[src/hpdb_pkg.sv]
// package of constants and carriers for the host port double-buffered path
package hpdb_pkg;
  // core side register byte offsets on the APB bus
  localparam logic [11:0] CORE_CTRL_OFS    = 12'h000;
  localparam logic [11:0] CORE_STATUS_OFS  = 12'h004;
  localparam logic [11:0] CORE_RX_WORD_OFS = 12'h008;
  localparam logic [11:0] CORE_TX_WORD_OFS = 12'h00c;

  // host side byte addresses on the host bus
  localparam logic [2:0] HOST_CTRL_ADR    = 3'h0;
  localparam logic [2:0] HOST_STATUS_ADR  = 3'h2;
  localparam logic [2:0] HOST_BYTE_HI_ADR = 3'h5;
  localparam logic [2:0] HOST_BYTE_MD_ADR = 3'h6;
  localparam logic [2:0] HOST_BYTE_LO_ADR = 3'h7;

  // status and control field positions
  localparam int RX_FULL_BIT  = 0;
  localparam int TX_EMPTY_BIT = 1;
  localparam int FLAG_LO_BIT  = 3;
  localparam int FLAG_HI_BIT  = 4;

  // values after reset
  localparam logic [1:0]  FLAGS_RST = 2'h0;
  localparam logic [23:0] WORD_RST  = 24'h000000;
  localparam logic        FULL_RST  = 1'b0;

  // one sample of the asynchronous host bus pins
  typedef struct packed {
    logic       cs_n;
    logic       rd_n;
    logic       wr_n;
    logic [2:0] addr;
    logic [7:0] data;
  } hpdb_host_bus_t;

  localparam hpdb_host_bus_t HOST_BUS_IDLE = '{cs_n: 1'b1, rd_n: 1'b1, wr_n: 1'b1,
                                               addr: 3'h0, data: 8'h00};
endpackage : hpdb_pkg

[src/hpdb_host_port.sv]
// host port double-buffered data path with APB core side and async byte-wide host side
`timescale 1ns/10ps
//
// Functional notes
// - port is a slave only; the host starts every host bus transfer
// - separate double-buffered receive and transmit paths, host stage plus core stage
// - host writes load tx bytes, reads return rx bytes, same addresses
// - host-to-core path ends in core receive word; reverse starts at transmit word
// - core reaches data only through its 24-bit receive and transmit words
// - words move between stages automatically when source full and destination free
// - host tx bytes move to core receive word only while it is empty
// - core transmit word moves to host rx bytes only once they are empty
// - core software checks tx-empty before writing the transmit word
// - core status bit 1 is set while the transmit word can accept data
// - core status bit 0 is set while the receive word holds unread data
// - host status bit 1 is set while host tx bytes are empty
// - host status bit 0 is set while host rx bytes hold unread data
// - core control bits 4:3 appear read-only in host status bits 4:3
// - host control bits 4:3 appear read-only in core status bits 4:3
// - host writes the byte at address 7 last; that write starts the move
// - core read of receive word clears full; core write of transmit clears empty
//
// Timing notes
// apb: the first access edge takes a request; pready pulses one cycle later
// apb: prdata and pslverr stand only with pready; prdata is zero otherwise
// apb: unknown offsets and wrong directions answer with pslverr and change nothing
// apb: 0x000 control rw, 0x004 status ro, 0x008 receive word ro, 0x00c transmit word wo
// apb: writes ignore bits 31:24; reads return zero above the word
// apb: back-to-back transfers are fine; a new setup may follow the answer at once
// host: every pin passes two flip-flops; a strobe under three clocks may be missed
// host: address and data stand through the strobe and three clocks before release
// host: a write is taken at strobe release with the last low sample of address and data
// host: read data and its output enable follow three clocks after the strobe falls
// host: the output enable drops three clocks after the read strobe is released
// host: leave at least three idle clocks between two strobes
// host: strobes must idle high for three clocks after reset is released
// host: 0 control, 2 status, 5 high byte, 6 middle byte, 7 low byte
// host: writes to other addresses are ignored; reads of 1, 3 and 4 return zero
// lanes: byte 5 carries bits 23:16, byte 6 bits 15:8, byte 7 bits 7:0
// lanes: a host read of byte 7 frees the receive bytes for the next word
// status: core bit 0 receive full, bit 1 transmit empty, bits 4:3 host flags
// status: host bit 0 receive full, bit 1 transmit empty, bits 4:3 core flags
// moves: a word moves one edge after its source is full and its destination empty
// moves: a host write of byte 7 wins over a move out of the transmit bytes
// reset: both empty flags set, both full flags clear, all four flags zero
// reset: all outputs low; host_data_out then follows the synchronised host address, the others wait for an access or read strobe
// hazard: a host write while the transmit bytes are full overwrites them
// hazard: a core write while the transmit word is full overwrites it
// hazard: the host cannot read back what it wrote; reads return received bytes
// limitation: only the big-endian byte order of the three-byte word is served
// limitation: no interrupt, dma or host request logic; both sides poll the flags
// ce: low freezes every flip-flop, the synchronisers and the apb answer included
module hpdb_host_port #(
  parameter int WORD_W = 24
) (
  input  wire logic        pclk,
  input  wire logic        presetn,
  input  wire logic        ce,
  // apb slave, core side
  input  wire logic        psel,
  input  wire logic        penable,
  input  wire logic        pwrite,
  input  wire logic [11:0] paddr,
  input  wire logic [31:0] pwdata,
  output logic      [31:0] prdata,
  output logic             pready,
  output logic             pslverr,
  // asynchronous host byte bus, dual strobe, active low
  input  wire logic        host_cs_n,
  input  wire logic        host_rd_n,
  input  wire logic        host_wr_n,
  input  wire logic [2:0]  host_addr,
  input  wire logic [7:0]  host_data_in,
  output logic      [7:0]  host_data_out,
  output logic             host_data_oe
);

  // the byte lanes below are laid out for a three-byte word only
  if (WORD_W != 24) begin : g_bad_width
    $error("hpdb_host_port: WORD_W must be 24");
  end

  // host pin synchroniser and edge history
  hpdb_pkg::hpdb_host_bus_t host_raw;
  hpdb_pkg::hpdb_host_bus_t host_meta;
  hpdb_pkg::hpdb_host_bus_t host_sync;
  hpdb_pkg::hpdb_host_bus_t host_prev;

  // host side stages
  wire  [WORD_W-1:0] host_tx_word;       // host_tx_byte_high:mid:low
  logic              host_tx_full;
  wire  [WORD_W-1:0] host_rx_word;       // host_rx_byte_high:mid:low
  logic              host_rx_full_flag;

  // core side stages
  logic [WORD_W-1:0] core_receive_word;
  logic              core_rx_full_flag;
  logic [WORD_W-1:0] core_transmit_word;
  logic              core_tx_full;

  // general-purpose flags, two each way
  logic [1:0]        core_to_host_flags;
  logic [1:0]        host_to_core_flags;

  // the host pins gathered into one sample
  assign host_raw = '{cs_n: host_cs_n, rd_n: host_rd_n, wr_n: host_wr_n,
                      addr: host_addr, data: host_data_in};

  // two flip-flops before any logic looks at the host pins
  always_ff @(posedge pclk or negedge presetn) begin
    if (!presetn) begin
      host_meta <= hpdb_pkg::HOST_BUS_IDLE;
      host_sync <= hpdb_pkg::HOST_BUS_IDLE;
      host_prev <= hpdb_pkg::HOST_BUS_IDLE;
    end else if (ce) begin
      host_meta <= host_raw;
      host_sync <= host_meta;
      host_prev <= host_sync;
    end
  end

  // host strobe events, taken at strobe release with the stable previous sample
  wire host_wr_done = !host_prev.wr_n && host_sync.wr_n && !host_prev.cs_n;
  wire host_rd_done = !host_prev.rd_n && host_sync.rd_n && !host_prev.cs_n;
  wire host_rd_act  = !host_sync.rd_n && !host_sync.cs_n;

  // write and read targets, decoded from the last low sample of the address
  wire host_wr_lo   = host_wr_done && (host_prev.addr == hpdb_pkg::HOST_BYTE_LO_ADR);
  wire host_wr_ctrl = host_wr_done && (host_prev.addr == hpdb_pkg::HOST_CTRL_ADR);
  wire host_rd_lo   = host_rd_done && (host_prev.addr == hpdb_pkg::HOST_BYTE_LO_ADR);

  // host transmit byte lanes; lane 0 is the low byte, at the highest host address
  localparam int LANES = WORD_W / 8;
  for (genvar lane = 0; lane < LANES; lane++) begin : g_tx_lane
    logic [7:0] lane_byte;
    wire        lane_wr = host_wr_done &&
                          (host_prev.addr == 3'(hpdb_pkg::HOST_BYTE_LO_ADR - 3'(lane)));
    // each lane keeps its byte until the host writes that lane again
    always_ff @(posedge pclk or negedge presetn) begin
      if (!presetn) begin
        lane_byte <= hpdb_pkg::WORD_RST[8*lane +: 8];
      end else if (ce && lane_wr) begin
        lane_byte <= host_prev.data;
      end
    end
    assign host_tx_word[8*lane +: 8] = lane_byte;
  end

  // host side status byte
  wire host_tx_empty_flag = !host_tx_full;
  wire [7:0] host_side_status = {3'h0, core_to_host_flags, 1'b0,
                                 host_tx_empty_flag,
                                 host_rx_full_flag};
  wire [7:0] host_side_control = {3'h0, host_to_core_flags, 3'h0};

  // host read mux; tx bytes are never readable, only rx bytes
  wire [7:0] next_host_data_out =
    (host_sync.addr == hpdb_pkg::HOST_BYTE_HI_ADR) ? host_rx_word[23:16] :
    (host_sync.addr == hpdb_pkg::HOST_BYTE_MD_ADR) ? host_rx_word[15:8]  :
    (host_sync.addr == hpdb_pkg::HOST_BYTE_LO_ADR) ? host_rx_word[7:0]   :
    (host_sync.addr == hpdb_pkg::HOST_STATUS_ADR)  ? host_side_status    :
    (host_sync.addr == hpdb_pkg::HOST_CTRL_ADR)    ? host_side_control   : 8'h00;

  // automatic moves between the stages
  wire move_to_core = host_tx_full && !core_rx_full_flag;
  wire move_to_host = core_tx_full && !host_rx_full_flag;

  // apb decode; one wait state so every answer comes from a flip-flop
  wire apb_access  = psel && penable && !pready;
  wire apb_wr      = apb_access && pwrite;
  wire apb_rd      = apb_access && !pwrite;

  // offset decode
  wire sel_ctrl    = (paddr == hpdb_pkg::CORE_CTRL_OFS);
  wire sel_status  = (paddr == hpdb_pkg::CORE_STATUS_OFS);
  wire sel_rx_word = (paddr == hpdb_pkg::CORE_RX_WORD_OFS);
  wire sel_tx_word = (paddr == hpdb_pkg::CORE_TX_WORD_OFS);

  // side effects of a taken access
  wire core_rd_rx  = apb_rd && sel_rx_word;
  wire core_wr_tx  = apb_wr && sel_tx_word;
  wire core_wr_ctl = apb_wr && sel_ctrl;

  // refusals: unknown offset or wrong direction
  wire addr_bad    = !(sel_ctrl || sel_status || sel_rx_word || sel_tx_word);
  wire dir_bad     = (pwrite && (sel_status || sel_rx_word)) || (!pwrite && sel_tx_word);

  // core status word
  wire core_tx_empty_flag = !core_tx_full;
  wire [31:0] core_port_status = {27'h0, host_to_core_flags, 1'b0,
                                  core_tx_empty_flag,
                                  core_rx_full_flag};
  wire [31:0] core_port_control = {27'h0, core_to_host_flags, 3'h0};

  wire [31:0] next_prdata =
    !apb_rd     ? 32'h00000000 :
    sel_ctrl    ? core_port_control :
    sel_status  ? core_port_status :
    sel_rx_word ? {8'h00, core_receive_word} : 32'h00000000;

  // host transmit full flag and host control flags
  always_ff @(posedge pclk or negedge presetn) begin
    if (!presetn) begin
      host_tx_full       <= hpdb_pkg::FULL_RST;
      host_to_core_flags <= hpdb_pkg::FLAGS_RST;
    end else if (ce) begin
      if (host_wr_ctrl) begin
        host_to_core_flags <= host_prev.data[hpdb_pkg::FLAG_HI_BIT:hpdb_pkg::FLAG_LO_BIT];
      end
      // writing the low byte marks the word ready; the set wins over the move
      if (host_wr_lo) begin
        host_tx_full <= 1'b1;
      end else if (move_to_core) begin
        host_tx_full <= 1'b0;
      end
    end
  end

  // core receive word
  always_ff @(posedge pclk or negedge presetn) begin
    if (!presetn) begin
      core_receive_word <= hpdb_pkg::WORD_RST;
      core_rx_full_flag <= hpdb_pkg::FULL_RST;
    end else if (ce) begin
      if (move_to_core) begin
        core_receive_word <= host_tx_word;
        core_rx_full_flag <= 1'b1;
      end else if (core_rd_rx) begin
        core_rx_full_flag <= 1'b0;
      end
    end
  end

  // core transmit word and core control flags
  always_ff @(posedge pclk or negedge presetn) begin
    if (!presetn) begin
      core_transmit_word <= hpdb_pkg::WORD_RST;
      core_tx_full       <= hpdb_pkg::FULL_RST;
      core_to_host_flags <= hpdb_pkg::FLAGS_RST;
    end else if (ce) begin
      if (core_wr_ctl) begin
        core_to_host_flags <= pwdata[hpdb_pkg::FLAG_HI_BIT:hpdb_pkg::FLAG_LO_BIT];
      end
      // a write while full overwrites the word; software polls first
      if (core_wr_tx) begin
        core_transmit_word <= pwdata[WORD_W-1:0];
        core_tx_full       <= 1'b1;
      end else if (move_to_host) begin
        core_tx_full <= 1'b0;
      end
    end
  end

  // host receive byte lanes, all loaded together when a word moves over
  for (genvar lane = 0; lane < LANES; lane++) begin : g_rx_lane
    logic [7:0] lane_byte;
    always_ff @(posedge pclk or negedge presetn) begin
      if (!presetn) begin
        lane_byte <= hpdb_pkg::WORD_RST[8*lane +: 8];
      end else if (ce && move_to_host) begin
        lane_byte <= core_transmit_word[8*lane +: 8];
      end
    end
    assign host_rx_word[8*lane +: 8] = lane_byte;
  end

  // host receive full flag
  always_ff @(posedge pclk or negedge presetn) begin
    if (!presetn) begin
      host_rx_full_flag <= hpdb_pkg::FULL_RST;
    end else if (ce) begin
      if (move_to_host) begin
        host_rx_full_flag <= 1'b1;
      end else if (host_rd_lo) begin
        host_rx_full_flag <= 1'b0;
      end
    end
  end

  // host data bus drivers, only during a synchronised read
  always_ff @(posedge pclk or negedge presetn) begin
    if (!presetn) begin
      host_data_out <= 8'h00;
      host_data_oe  <= 1'b0;
    end else if (ce) begin
      host_data_out <= next_host_data_out;
      host_data_oe  <= host_rd_act;
    end
  end

  // apb answer registers
  always_ff @(posedge pclk or negedge presetn) begin
    if (!presetn) begin
      prdata  <= 32'h00000000;
      pready  <= 1'b0;
      pslverr <= 1'b0;
    end else if (ce) begin
      prdata  <= next_prdata;
      pready  <= apb_access;
      pslverr <= apb_access && (addr_bad || dir_bad);
    end
  end

endmodule : hpdb_host_port

[config.mk]
export PLATFORM = sky130hd
export DESIGN_NAME = hpdb_host_port
export DESIGN_NICKNAME = d
export VERILOG_FILES = /design/src/hpdb_pkg.sv /design/src/hpdb_host_port.sv
export SDC_FILE = /design/constraint.sdc
export NUM_CORES = 1
export LEC_CHECK = 0
export BUFFER_PORTS_ARGS = -buffer_cell sky130_fd_sc_hd__buf_2
export CAP_MARGIN = 20
export CORE_ASPECT_RATIO = 2
export CORE_UTILIZATION = 45
export DETAILED_ROUTE_END_ITERATION = 10
export GPL_TIMING_DRIVEN = 0
export PLACE_DENSITY = 0.65
export SLEW_MARGIN = 20
export SYNTH_ARGS = -nofsm -noshare
export SYNTH_HDL_FRONTEND = slang
export SYNTH_SLANG_ARGS = --single-unit
[constraint.sdc]
create_clock -name pclk -period 2.5 [get_ports pclk]
set_input_delay 0.25 -clock pclk [delete_from_list [all_inputs] [get_ports pclk]]
set_output_delay 0.25 -clock pclk [all_outputs]
set_load 0.02 [all_outputs]
; Yosys cells after proc, flatten, opt, wreduce, memory -nomap -nowiden
; Cells that the tools add are included.
[totals]
mem_bits_rw = 0
mem_bits_ro = 0
inputBits = 64
output_inout_bits = 43
mem_count = 0
register_bits = 189
latch_bits = 0
[op_classes]
mul = 0
add_sub_neg = 0
n_reduce_logical = 59
eq_ne = 10
shifts = 0
div = 0
bitwise = 0
order_cmp = 0
n_mux = 17
[op_table]
columns = cell, count
row1 = $mux 24, 4
row2 = $logic_and 1x1->1, 26
row3 = $eq 12x4->1 const B, 2
row4 = $mux 8, 3
row5 = $eq 3x3->1 const B, 6
row6 = $reduce_and 2->1, 8
row7 = $eq 12x3->1 const B, 1
row8 = $logic_not 1->1, 12
row9 = $logic_not 12->1, 1
row10 = $mux 5, 2
row11 = $mux 1, 8
row12 = $reduce_bool 2->1, 4
row13 = $logic_not 3->1, 2
row14 = $logic_or 1x1->1, 6
row15 = $eq 3x2->1 const B, 1

; Longest topological paths before layout
; Gate-level depths: netlist (run 1).
[depth]
word_depth = 7
ltp_mapped = 6

; Least setup slack after synthesis (run 1)
; OpenSTA, ideal clock, no wires.
[synth_path]
path_kind = reg-to-reg
from = register pready
to = register core_transmit_word[0]
arrival_ns = 1.763
n_path_buf = 1
setup_time_ns = 0.125
setup_slack_ns = 0.612
period_less_slack_ns = 1.888
path_stages_with_launch = 6
cell_sequence = dfrtp_1 -> and4b_1 -> nand2_1 -> nor3_4 -> buf_12 -> mux2_4
[synth_via]
elab_chain_len = 5
[synth_rtl]
columns = element, line
row1 = "start, declared", hpdb_host_port.sv:66  ; output logic pready,
row2 = "start signal, assigned", hpdb_host_port.sv:299  ; pready <= apb_access;
row3 = $logic_not 1->1, hpdb_host_port.sv:169  ; wire apb_access = psel && penable && !pready;
row4 = $logic_and 1x1->1, hpdb_host_port.sv:169
row5 = $logic_and 1x1->1, hpdb_host_port.sv:170  ; wire apb_wr = apb_access && pwrite;
row6 = $logic_and 1x1->1, hpdb_host_port.sv:181  ; wire core_wr_tx = apb_wr && sel_tx_word;
row7 = $reduce_and 2->1 (no line), n/a
row8 = "end signal, assigned", hpdb_host_port.sv:237  ; core_transmit_word <= hpdb_pkg::WORD_RST;
row9 = "end signal, assigned", hpdb_host_port.sv:246  ; core_transmit_word <= pwdata[WORD_W-1:0];
row10 = "end, declared", hpdb_host_port.sv:98  ; logic [WORD_W-1:0] core_transmit_word;
; Every way passes these cells.
; A chain may end at the register's enable or synchronous reset.

; Worst setup path after layout (run 1)
[layout_path]
from = register pready
to = register core_transmit_word[15]
; The elaborated chain is that of the path after synthesis.

==> impl_metrics.ini, run 1 <==
[routing]
dr.pass1.iters = 4
drc_errors = 0
drtAntennaViolNets = 0
detail_route.vias_per_cell = 5.201
postRouteWirelength_mm = 14.52
iteration_0_drc_count_of_the_detailed_router = 202
wire_length_per_cell_um = 17.91
via_count = 4218

[sta]
period_needed_ns = 2.009
timing.max_slew.rel_slack = 0.5444
drv_slew = 0
final_hold_slack_ns = 0.04730
post-route-period-util = 0.8035
grt_setup_unrepaired = no
max_slew.worst_pin.slew_ns = 0.6833
final.setup_skew_ns = 0.008237
finalHoldViolCount = 0
setup_viol = 0
max_freq_mhz = 497.8
timing.setup.tns_ns = 0

[power_and_ir_drop]
combinationalPowerShare = 0.087
power_switching_uw = 1687
vdd_drop_max_uv = 541.2
clock_power_share = 0.394
power_report.internal_total_uw = 4847
power.sequential.fraction = 0.519
pwr_density_cell_nw_per_um2 = 759.7
power.leakage_uw = 0.004261
p_sw_frac = 0.2582

[die]
effective_utilization_at_floorplan = 0.4600
fp.dieArea_sq_um = 16670
pin_count = 107
die_width_um = 91.81
rows = 65
dieHeight_um = 181.6
core_area_sq_um = 15780

[critical_path]
cell_breakdown_of_the_critical_path = and4b_1 > nand2_1 > nor3_4 > buf_12 > mux2_4
crit_path_top_delay_cell = sky130_fd_sc_hd__nor3_4
cp_top_family = simple AND/OR/NAND/NOR gates
critPathKind = reg2reg
kind_of_start_point_of_the_critical_path = register
setup.worst_path.end_class = register
worst-path-buf-inv = 1
cp_data_arrival_time_ns = 2.32
top_fanout_value_on_the_critical_path = 10
cp_slowest_stage_delay_ns = 0.47
timing.critical_path.required_ns = 2.81

[hold_path]
hold_class = in2reg

[yosys]
ys.warnings.count = 0
yosys_most_used_dff = sky130_fd_sc_hd__dfrtp_1
synth-seq-area-share = 0.6256
synth_async_sr_flop_share = 1.000
netlist_area_sq_um = 7258
synthCells = 481
synth.ff_latch_count = 181
yosys.cell_types.count = 41
average_footprint_of_a_synthesized_cell_sq_um = 15.09
count_of_flip_flops_with_a_built_in_enable_after_synthesis = 0

[final_layout]
fraction_of_final_layout_cells_with_drive_strength_greater_than_1 = 0.4885
area_occupied_by_registers_sq_um = 4541
multiInputGateArea_sq_um = 2535
fin_nets = 661
fill_cells = 1344
area_growth_syn_to_layout_pct = 18.50
antenna_diode_count = 0

[placement]
io_buffer_count = 88
place.detailed.hpwl_mm = 10.62
gpl_congestion = 0.7630

[clocking]
cts_tree = done
ctsLongestPathBuffers = 2
root_buffer = sky130_fd_sc_hd__clkbuf_16
cts_inserted_buffers = 17
clock_sinks = 181
cts-hold-fix-buffers = 1
post_cts_resize_count = 0
clock_insertion_delay_worst_skew_ns = 0.43
cts.htree.levels = 4
cts_setup_buffers = 0
path_clk_slew_ns = 0.07

[grt]
antenna_found_initial = 0
grt.overflow.total = 0
grt_start_max_net_pins = 96
grt_pass1_vias = 4519
grt_pass1_wl_mm = 23.79
globalRouteTotalUtil = 0.1891

[run_status]
outcome = completed

[flow_run]
drv.max_cap_violation_count = 0
==> synth_stat cells (all sizes together) (4+ instances only) <==
cell     number  area (sq um)
o21ai         4         20.02
a22oi         4         30.03
nand4         4         25.02
nand2        13         48.80
dfstp         9         236.5
clkbuf       15         56.30
mux2        147          1727
nor2b         4         25.02
a21oi         6         30.03
inv           6         22.52
nand3b        5         37.54
nor3          5         36.29
buf          16         130.1
nand3         4         20.02
nor2         11         43.80
o2bb2ai       6         52.55
dfrtp       172          4304
a22o         21         183.9
==> layout make-up <==
| cell class | count | share of cell area |
|---|---|---|
| Inverter | 6 | 0.002619 |
| Multi-Input combinational cell | 270 | 0.2947 |
| Buffer | 31 | 0.02168 |
| Tap cell | 201 | 0.02924 |
| Timing Repair Buffer | 90 | 0.05674 |
| Sequential cell | 181 | 0.5279 |
| Clock inverter | 14 | 0.01600 |
| Clock buffer | 18 | 0.05106 |
==> logic make-up (layout without fill, tap and decap cells) <==
logic type,after synthesis,count (layout),share of synthesized area
xor gates and xnor gates,1,1,0.001207
AOI/OAI and AO/OA,54,54,0.05741
DFF,181,181,0.6256
buffers and inverters,37,159,0.02879
and+or+nand+nor,57,57,0.04448
other,1,8,0.0005167
muxes,150,150,0.2420
==> through the flow <==
step | power, uW | worst slack [ns] | util | std cells | area, sq um
2_1_floorplan | 3744 | 0.6118 | - | 488 | 7284
3_3_place_gp | 3984 | -1.482 | 0.5056 | 777 | 7976
6_report | 6534 | 0.4913 | 0.5451 | 811 | 8601
5_1_grt | 6811 | 0.3823 | 0.5451 | 811 | 8601
4_1_cts | 6604 | 0.4447 | 0.5451 | 811 | 8601
3_5_place_dp | 4024 | 0.3624 | 0.5079 | 778 | 8014
==> metal layers <==
| metal | GRT usage | wire length (um) | share of wire | vias up |
|---|---|---|---|---|
| met5 | 0 | 0 | 0 | - |
| met4 | 0.08125 | 393 | 0.027 | 0 |
| met3 | 0.03769 | 404 | 0.028 | 19 |
| met2 | 0.3600 | 8433 | 0.58 | 95 |
| met1 | 0.1967 | 5292 | 0.36 | 2152 |
| li1 | - | - | - | 1952 |
==> worst register-to-register path, stage by stage, from the launching register on <==
cell                      delay [ns]
sky130_fd_sc_hd__dfrtp_1        0.40
sky130_fd_sc_hd__and4b_1        0.34
sky130_fd_sc_hd__nand2_1        0.14
sky130_fd_sc_hd__nor3_4         0.47
sky130_fd_sc_hd__buf_12         0.23
sky130_fd_sc_hd__mux2_4         0.31
==> placed cells by master (no fill, tap or decap), types with 6 or more instances in the layout <==
cell                        count
sky130_fd_sc_hd__a21oi_1        6
sky130_fd_sc_hd__a22o_1        21
sky130_fd_sc_hd__buf_2         90
sky130_fd_sc_hd__buf_4          9
sky130_fd_sc_hd__clkbuf_1      15
sky130_fd_sc_hd__clkbuf_16     17
sky130_fd_sc_hd__conb_1         8
sky130_fd_sc_hd__dfrtp_1      172
sky130_fd_sc_hd__dfstp_2        9
sky130_fd_sc_hd__inv_1          6
sky130_fd_sc_hd__mux2_2       128
sky130_fd_sc_hd__mux2_4        19
sky130_fd_sc_hd__nand2_1       13
sky130_fd_sc_hd__nor2_1        10
sky130_fd_sc_hd__o2bb2ai_1      6
==> final timing paths <==
kind / from / endpoint / slack [ns] / cells past startpoint
setup / recovery: pready / core_transmit_word[15] / 0.49 / 5
hold / removal: pwdata[5] / core_transmit_word[5] / 0.05 / 2
setup reg to reg: pready / core_transmit_word[15] / 0.49 / 5
hold reg to reg: core_receive_word[10] / prdata[10] / 0.48 / 1
max in group asynchronous: presetn / g_tx_lane[0].lane_byte[3] / 1.23 / 3
min in group asynchronous: presetn / host_meta[4] / 0.41 / 2
==> sequential cells by signal (all words and copies together) (netlist names) <==
signal               flops
g_rx_lane.lane_byte     24
host_sync               14
core_to_host_flags       2
core_receive_word       24
prdata                  24
host_data_oe             1
host_prev               14
g_tx_lane.lane_byte     24
host_data_out            8
pslverr                  1
core_rx_full_flag        1
pready                   1
host_to_core_flags       2
core_transmit_word      24
host_tx_full             1
host_meta               14
host_rx_full_flag        1
core_tx_full             1
==> power groups by stage <==
stage               clock network [uW]  logic (uW)  registers [uW]
global route                      2760         627            3430
global placement                     0         543            3440
detailed placement                   0         571            3450
CTS                               2630         577            3400
floorplan                            0         364            3380
finish                            2580         565            3390
Power figures use the tool's default switching activity.
==> run 2: changes to the inputs <==
- ABC_AREA: unset -> 1
- clock period: 2.5 -> 1.99 ns (I/O delays scaled with it)
==> impl_metrics.ini, run 2 <==
[yosys]
post-synth-top-area-fraction = 0.5853
ys.warnings.count = 0
synth_top_cells_by_count = 345 x sky130_fd_sc_hd__nand2_1, 172 x sky130_fd_sc_hd__dfrtp_1, 85 x sky130_fd_sc_hd__o21ai_0
yosys_most_used_dff = sky130_fd_sc_hd__dfrtp_1
count_of_flip_flops_with_a_built_in_enable_after_synthesis = 0
yosys.cell_types.count = 25
most_used_standard_cell_by_instance_count_after_synthesis = sky130_fd_sc_hd__nand2_1
synth_async_sr_flop_share = 1.000
netlist_area_sq_um = 7353
synth-seq-area-share = 0.6175
synth.ff_latch_count = 181
synthCells = 837
average_footprint_of_a_synthesized_cell_sq_um = 8.785
yosys-top-cells-area = sky130_fd_sc_hd__dfrtp_1 59%, sky130_fd_sc_hd__nand2_1 18%, sky130_fd_sc_hd__o21ai_0 5.8%
netlist.top_cell.by_area = sky130_fd_sc_hd__dfrtp_1

[critical_path]
regToRegSetupSlack_ns = 0.20
cp_data_arrival_time_ns = 2.09
critical_path.reg2reg.startpoint = host_sync[11]
kind_of_start_point_of_the_critical_path = register
setup.worst_path.end_class = register
critical_path.reg2reg.endpoint = g_tx_lane[2].lane_byte[5]
worst-path-buf-inv = 2
cell_breakdown_of_the_critical_path = inv_1 > nor3_2 > nand4_1 > buf_2 > nand2_1 > o21ai_1
cp_slowest_stage_delay_ns = 0.51
top_fanout_value_on_the_critical_path = 10
timing.critical_path.required_ns = 2.30
critPathKind = reg2reg
crit_path_top_delay_cell = sky130_fd_sc_hd__dfstp_2
reg2regPathDepth = 6
cp_top_family = simple AND/OR/NAND/NOR gates

[power_and_ir_drop]
pwr_density_cell_nw_per_um2 = 932.2
p_sw_frac = 0.2549
power.total_uw = 8334
power_report.internal_total_uw = 6210
power.leakage_uw = 0.004747
combinationalPowerShare = 0.098
power.sequential.fraction = 0.502
clock_power_share = 0.401
power_switching_uw = 2124
vdd_drop_max_uv = 657.5

[die]
pin_count = 107
effective_utilization_at_floorplan = 0.4637
fp.dieArea_sq_um = 16890
core_area_sq_um = 15860
die_width_um = 92.39
dieHeight_um = 182.8
rows = 65

[grt]
grt.overflow.total = 0
globalRouteTotalUtil = 0.2165
grt_start_max_net_pins = 69
antenna_found_initial = 0
grt_pass1_vias = 5796
grt_pass1_wl_mm = 27.70

[final_layout]
fill_cells = 1496
layout_commonest_cell = sky130_fd_sc_hd__nand2_1
most-common-layout-cells = 345 x sky130_fd_sc_hd__nand2_1, 172 x sky130_fd_sc_hd__dfrtp_1, 98 x sky130_fd_sc_hd__buf_2
layout.core_utilization = 0.5637
antenna_diode_count = 0
fraction_of_final_layout_cells_with_drive_strength_greater_than_1 = 0.1711
area_growth_syn_to_layout_pct = 21.58
fin_nets = 1039

[sta]
timing.setup.tns_ns = 0
max_freq_mhz = 559.8
max_slew.worst_pin.slew_ns = 0.5988
drv_slew = 0
grt_setup_unrepaired = no
period_needed_ns = 1.786
setup_viol = 0
finalHoldViolCount = 0
post-route-period-util = 0.8977
timing.max_slew.rel_slack = 0.6008
final.setup_skew_ns = 0.008615

[routing]
iteration_0_drc_count_of_the_detailed_router = 210
drtAntennaViolNets = 0
drc_errors = 0
wire_length_per_cell_um = 13.72
detail_route.vias_per_cell = 4.770
dr.pass1.iters = 4
via_count = 5672
postRouteWirelength_mm = 16.31

[clocking]
post_cts_resize_count = 0
cts_tree = done
path_clk_slew_ns = 0.06
ctsLongestPathBuffers = 2
cts_inserted_buffers = 17
clock_insertion_delay_worst_skew_ns = 0.43
cts.htree.levels = 4
root_buffer = sky130_fd_sc_hd__clkbuf_16
clock_sinks = 181

[placement]
place.detailed.hpwl_mm = 12.17
io_buffer_count = 90
gpl_congestion = 0.7982

[run_status]
outcome = completed

[hold_path]
min_delay_worst_endpoint = core_transmit_word[10]
worst_hold_path.num_cells = 3
hold_start = pwdata[10]
hold_class = in2reg

[flow_run]
drv.max_cap_violation_count = 0
## run 2: cell types whose count changed in the layout (fill, tap and decap cells not counted), sizes merged, moves of 8 or more
cell / previous run / this run
buf: 105 / 113
nand3: 4 / 22
inv: 14 / 88
o21ai: 4 / 111
mux2: 147 / 0
nand2: 13 / 345
dlygate4sd3: 1 / 20
nor2: 11 / 26
a22o: 21 / 0
## run 2: logic make-up after synthesis
group,after synthesis,share of synthesized area
buffers and inverters,127,0.07351
AND/OR/NAND/NOR,403,0.2171
other,1,0.0005100
flip-flops,181,0.6175
AO/OA/AOI/OAI,125,0.09137
## run 2: worst max path at each step
| stage | from | slack (ns) | depth (start not counted) | end |
|---|---|---|---|---|
| after floorplan | pready | 0.57 | 8 | core_transmit_word[12] |
| after detailed placement | host_sync[11] | 0.21 | 6 | g_tx_lane[2].lane_byte[6] |
| after CTS | host_sync[11] | 0.17 | 6 | g_tx_lane[2].lane_byte[6] |
| after global placement | presetn | -2.17 | 1 | core_transmit_word[19] |
| after global routing | host_sync[11] | 0.10 | 6 | g_tx_lane[2].lane_byte[6] |
| final | host_sync[11] | 0.20 | 6 | g_tx_lane[2].lane_byte[5] |
## run 2: layer usage
layer  share of wire  wire, um  global-route usage  vias to the layer above
met3           0.026       425             0.03856                       36
met2            0.57      9241              0.4184                      102
li1                -         -                   -                     2882
met1            0.37      6098              0.2179                     2652
met5               0         0                   0                        -
met4           0.034       550             0.09938                        0
## run 2: area by class of cell
class / count / area (sq um) / area share
buffer: 41 / 217.7 / 0.02435
clock buffer: 19 / 442.9 / 0.04955
clock inverter: 13 / 150.1 / 0.01679
inverter: 86 / 322.8 / 0.03611
multi-input combinational: 536 / 2298 / 0.2571
sequential: 181 / 4541 / 0.5079
tap: 201 / 251.5 / 0.02813
timing repair buffer: 112 / 715.7 / 0.08006
## run 2: worst reg2reg max path: stages (launching register included)
cell	delay, ns
sky130_fd_sc_hd__dfstp_2	0.51
sky130_fd_sc_hd__inv_1	0.07
sky130_fd_sc_hd__nor3_2	0.23
sky130_fd_sc_hd__nand4_1	0.40
sky130_fd_sc_hd__buf_2	0.34
sky130_fd_sc_hd__nand2_1	0.07
sky130_fd_sc_hd__o21ai_1	0.05
## run 2: power by group through the flow
stage          clock network [uW]  logic, uW  registers, uW
2_1_floorplan                   0        438           4240
3_3_place_gp                    0        763           4240
3_5_place_dp                    0        795           4250
4_1_cts                      3410        833           4180
5_1_grt                      3550        941           4220
6_report                     3340        815           4180
## run 2: what timing repair did
item	in CTS	in global routing
hold buffers	20	0
hold endpoints to repair	75	0
buffers inserted	0	0
## run 2: per-stage QoR
step                hold WS, ns  cell area (sq um)  setup WS, ns  std cells
floorplan              -0.09659               7380        0.5654        844
global placement         0.4105               8082        -2.165       1135
detailed placement       0.1499               8147        0.2090       1137
CTS                    0.002342               8940        0.1655       1189
global route           0.008906               8940        0.1025       1189
finish                  0.01257               8940        0.2036       1189
==> run 3: changes to the inputs <==
--- a/config.mk
+++ b/config.mk
@@ -10,8 +10,7 @@
 export CAP_MARGIN = 20
 export CORE_ASPECT_RATIO = 2
-export CORE_UTILIZATION = 45
+export CORE_UTILIZATION = 31
 export DETAILED_ROUTE_END_ITERATION = 10
 export GPL_TIMING_DRIVEN = 0
-export PLACE_DENSITY = 0.65
 export SLEW_MARGIN = 20
 export SYNTH_ARGS = -nofsm -noshare
==> constraint.sdc (replaced) <==
create_clock -name pclk -period 1.99 [get_ports pclk]
set_input_delay 0.199 -clock pclk [delete_from_list [all_inputs] [get_ports pclk]]
set_output_delay 0.199 -clock pclk [all_outputs]
set_load 0.05 [all_outputs]
==> impl_metrics.ini, run 3 (synthesis results as in run 2) <==
[sta]
finalHoldViolCount = 0
final.setup_skew_ns = 0.006658
postLayoutSetupSlackWorst_ns = 0.2546
final_hold_slack_ns = 0.01607
max_freq_mhz = 576.2
max_slew.worst_pin.slew_ns = 0.6274
period_needed_ns = 1.735
setup_viol = 0
post-route-period-util = 0.8721
timing.setup.tns_ns = 0
drv_slew = 0
timing.max_slew.rel_slack = 0.5818
grt_setup_unrepaired = no

[routing]
drtAntennaViolNets = 0
dr.pass1.iters = 4
detailroute.wirelength.met3_um = 502
postRouteWirelength_mm = 17.34
via_count = 5697
wire_length_per_cell_um = 13.58
drt-met1-wl_mm = 6.202
top_layer = met4
detail_route.vias_per_cell = 4.461
iteration_0_drc_count_of_the_detailed_router = 263
wl_met2_mm = 9.901
drc_errors = 0

[grt]
grt_start_max_net_pins = 84
grt.overflow.total = 0
globalRouteTotalUtil = 0.1544
grt_pass1_wl_mm = 28.80
antenna_found_initial = 0
grt_pass1_vias = 5756

[final_layout]
layout_commonest_cell = sky130_fd_sc_hd__nand2_1
fin_nets = 1045
fraction_of_final_layout_cells_with_drive_strength_greater_than_1 = 0.1670
antenna_diode_count = 0
area_growth_syn_to_layout_pct = 23.29
fin_cells = 1277
design_area_sq_um = 9066
most-common-layout-cells = 345 x sky130_fd_sc_hd__nand2_1, 172 x sky130_fd_sc_hd__dfrtp_1, 98 x sky130_fd_sc_hd__buf_2

[hold_path]
hold_class = in2reg
hold_start = host_data_in[7]

[critical_path]
startpoint = host_sync[11]
kind_of_start_point_of_the_critical_path = register
critical_path.reg2reg.startpoint = host_sync[11]
cp_data_arrival_time_ns = 2.04
timing.critical_path.required_ns = 2.30
top_fanout_value_on_the_critical_path = 10
setup.worst_path.end_class = register
critPathKind = reg2reg

[clocking]
post_cts_resize_count = 0
ctsLongestPathBuffers = 2
clock_sinks = 181
path_clk_slew_ns = 0.06
clock_insertion_delay_worst_skew_ns = 0.43
cts_tree = done
root_buffer = sky130_fd_sc_hd__clkbuf_16
cts_inserted_buffers = 17
cts.htree.levels = 4

[power_and_ir_drop]
power.leakage_uw = 0.004768
vdd_drop_max_uv = 572.3
pwr_density_cell_nw_per_um2 = 912.6

[die]
die_width_um = 110.9
rows = 79
fp.dieArea_sq_um = 24380
pin_count = 107
effective_utilization_at_floorplan = 0.3166
core_area_sq_um = 23230
dieHeight_um = 219.8

[flow_run]
drv.max_cap_violation_count = 0

[run_status]
outcome = completed

[placement]
dpl_worst_slack_ns = 0.2063
place.detailed.hpwl_mm = 13.13
gpl_congestion = 0.8152
placedCellCount = 1219
io_buffer_count = 90
post_dp_cell_area_sq_um = 8249
run 3: cell types whose count changed in the layout (fill, tap and decap cells not counted):
| cell | change |
|---|---|
| sky130_fd_sc_hd__bufinv_16 | -1 |
| sky130_fd_sc_hd__clkbuf_1 | +3 |
| sky130_fd_sc_hd__clkbuf_8 | +2 |
| sky130_fd_sc_hd__clkinv_2 | +3 |
| sky130_fd_sc_hd__clkinv_4 | -1 |
| sky130_fd_sc_hd__clkinvlp_4 | -3 |
| sky130_fd_sc_hd__dlygate4sd3_1 | +6 |
| sky130_fd_sc_hd__inv_6 | -2 |
| sky130_fd_sc_hd__inv_8 | -1 |
run 3: worst max-delay path: stages (launching register included):
cell                      delay, ns
sky130_fd_sc_hd__dfstp_2       0.51
sky130_fd_sc_hd__inv_1         0.06
sky130_fd_sc_hd__nor3_2        0.21
sky130_fd_sc_hd__nand4_1       0.37
sky130_fd_sc_hd__buf_2         0.32
sky130_fd_sc_hd__nand2_1       0.07
sky130_fd_sc_hd__o21ai_1       0.05
run 3: layout make-up:
cell class              count  area, sq um
inverters                  86        322.8
repair buffers            118        775.7
fillers                  2347        14160
flip-flops and latches    181         4541
multi-input cells         536         2298
well taps                 283        354.1
clock inverters             8        75.07
plain buffers              41        217.7
clock buffers              24        481.7
run 3: path summary, 6_finish.rpt:
kind | to | slack, ns | cells after the start
setup / recovery | g_tx_lane[2].lane_byte[5] | 0.25 | 6
hold / removal | host_meta[7] | 0.02 | 3
setup reg to reg | g_tx_lane[2].lane_byte[5] | 0.25 | 6
hold reg to reg | host_meta[11] | 0.47 | 2
max in group asynchronous | host_prev[11] | 1.06 | 3
min in group asynchronous | prdata[21] | 0.21 | 2
run 3: where the power goes:
group / switching, uW / leakage [uW] / total, uW / internal (uW)
sequential: 158 / 0.00237 / 4180 / 4020
combinational: 618 / 0.00212 / 914 / 296
clock: 1360 / 0.000274 / 3180 / 1820
total: 2140 / 0.00477 / 8270 / 6140
run 3: routing by layer:
| layer | global-route usage | vias up |
|---|---|---|
| li1 | - | 2881 |
| met1 | 0.1475 | 2681 |
| met2 | 0.3031 | 99 |
| met3 | 0.03053 | 36 |
| met4 | 0.08578 | 0 |
| met5 | 0 | - |
run 3: timing repair:
action	4_1_cts	5_1_grt
hold buffers	26	0
buffers inserted	0	0
setup endpoints to repair	0	0
endpoints found under the hold margin	135	0
run 3: per-stage QoR:
step                      total power, uW    util
after floorplan                      4759       -
after global placement               5090  0.3523
after detailed placement             5134  0.3551
after CTS                            8371  0.3903
after global routing                 8648  0.3903
final                                8273  0.3903
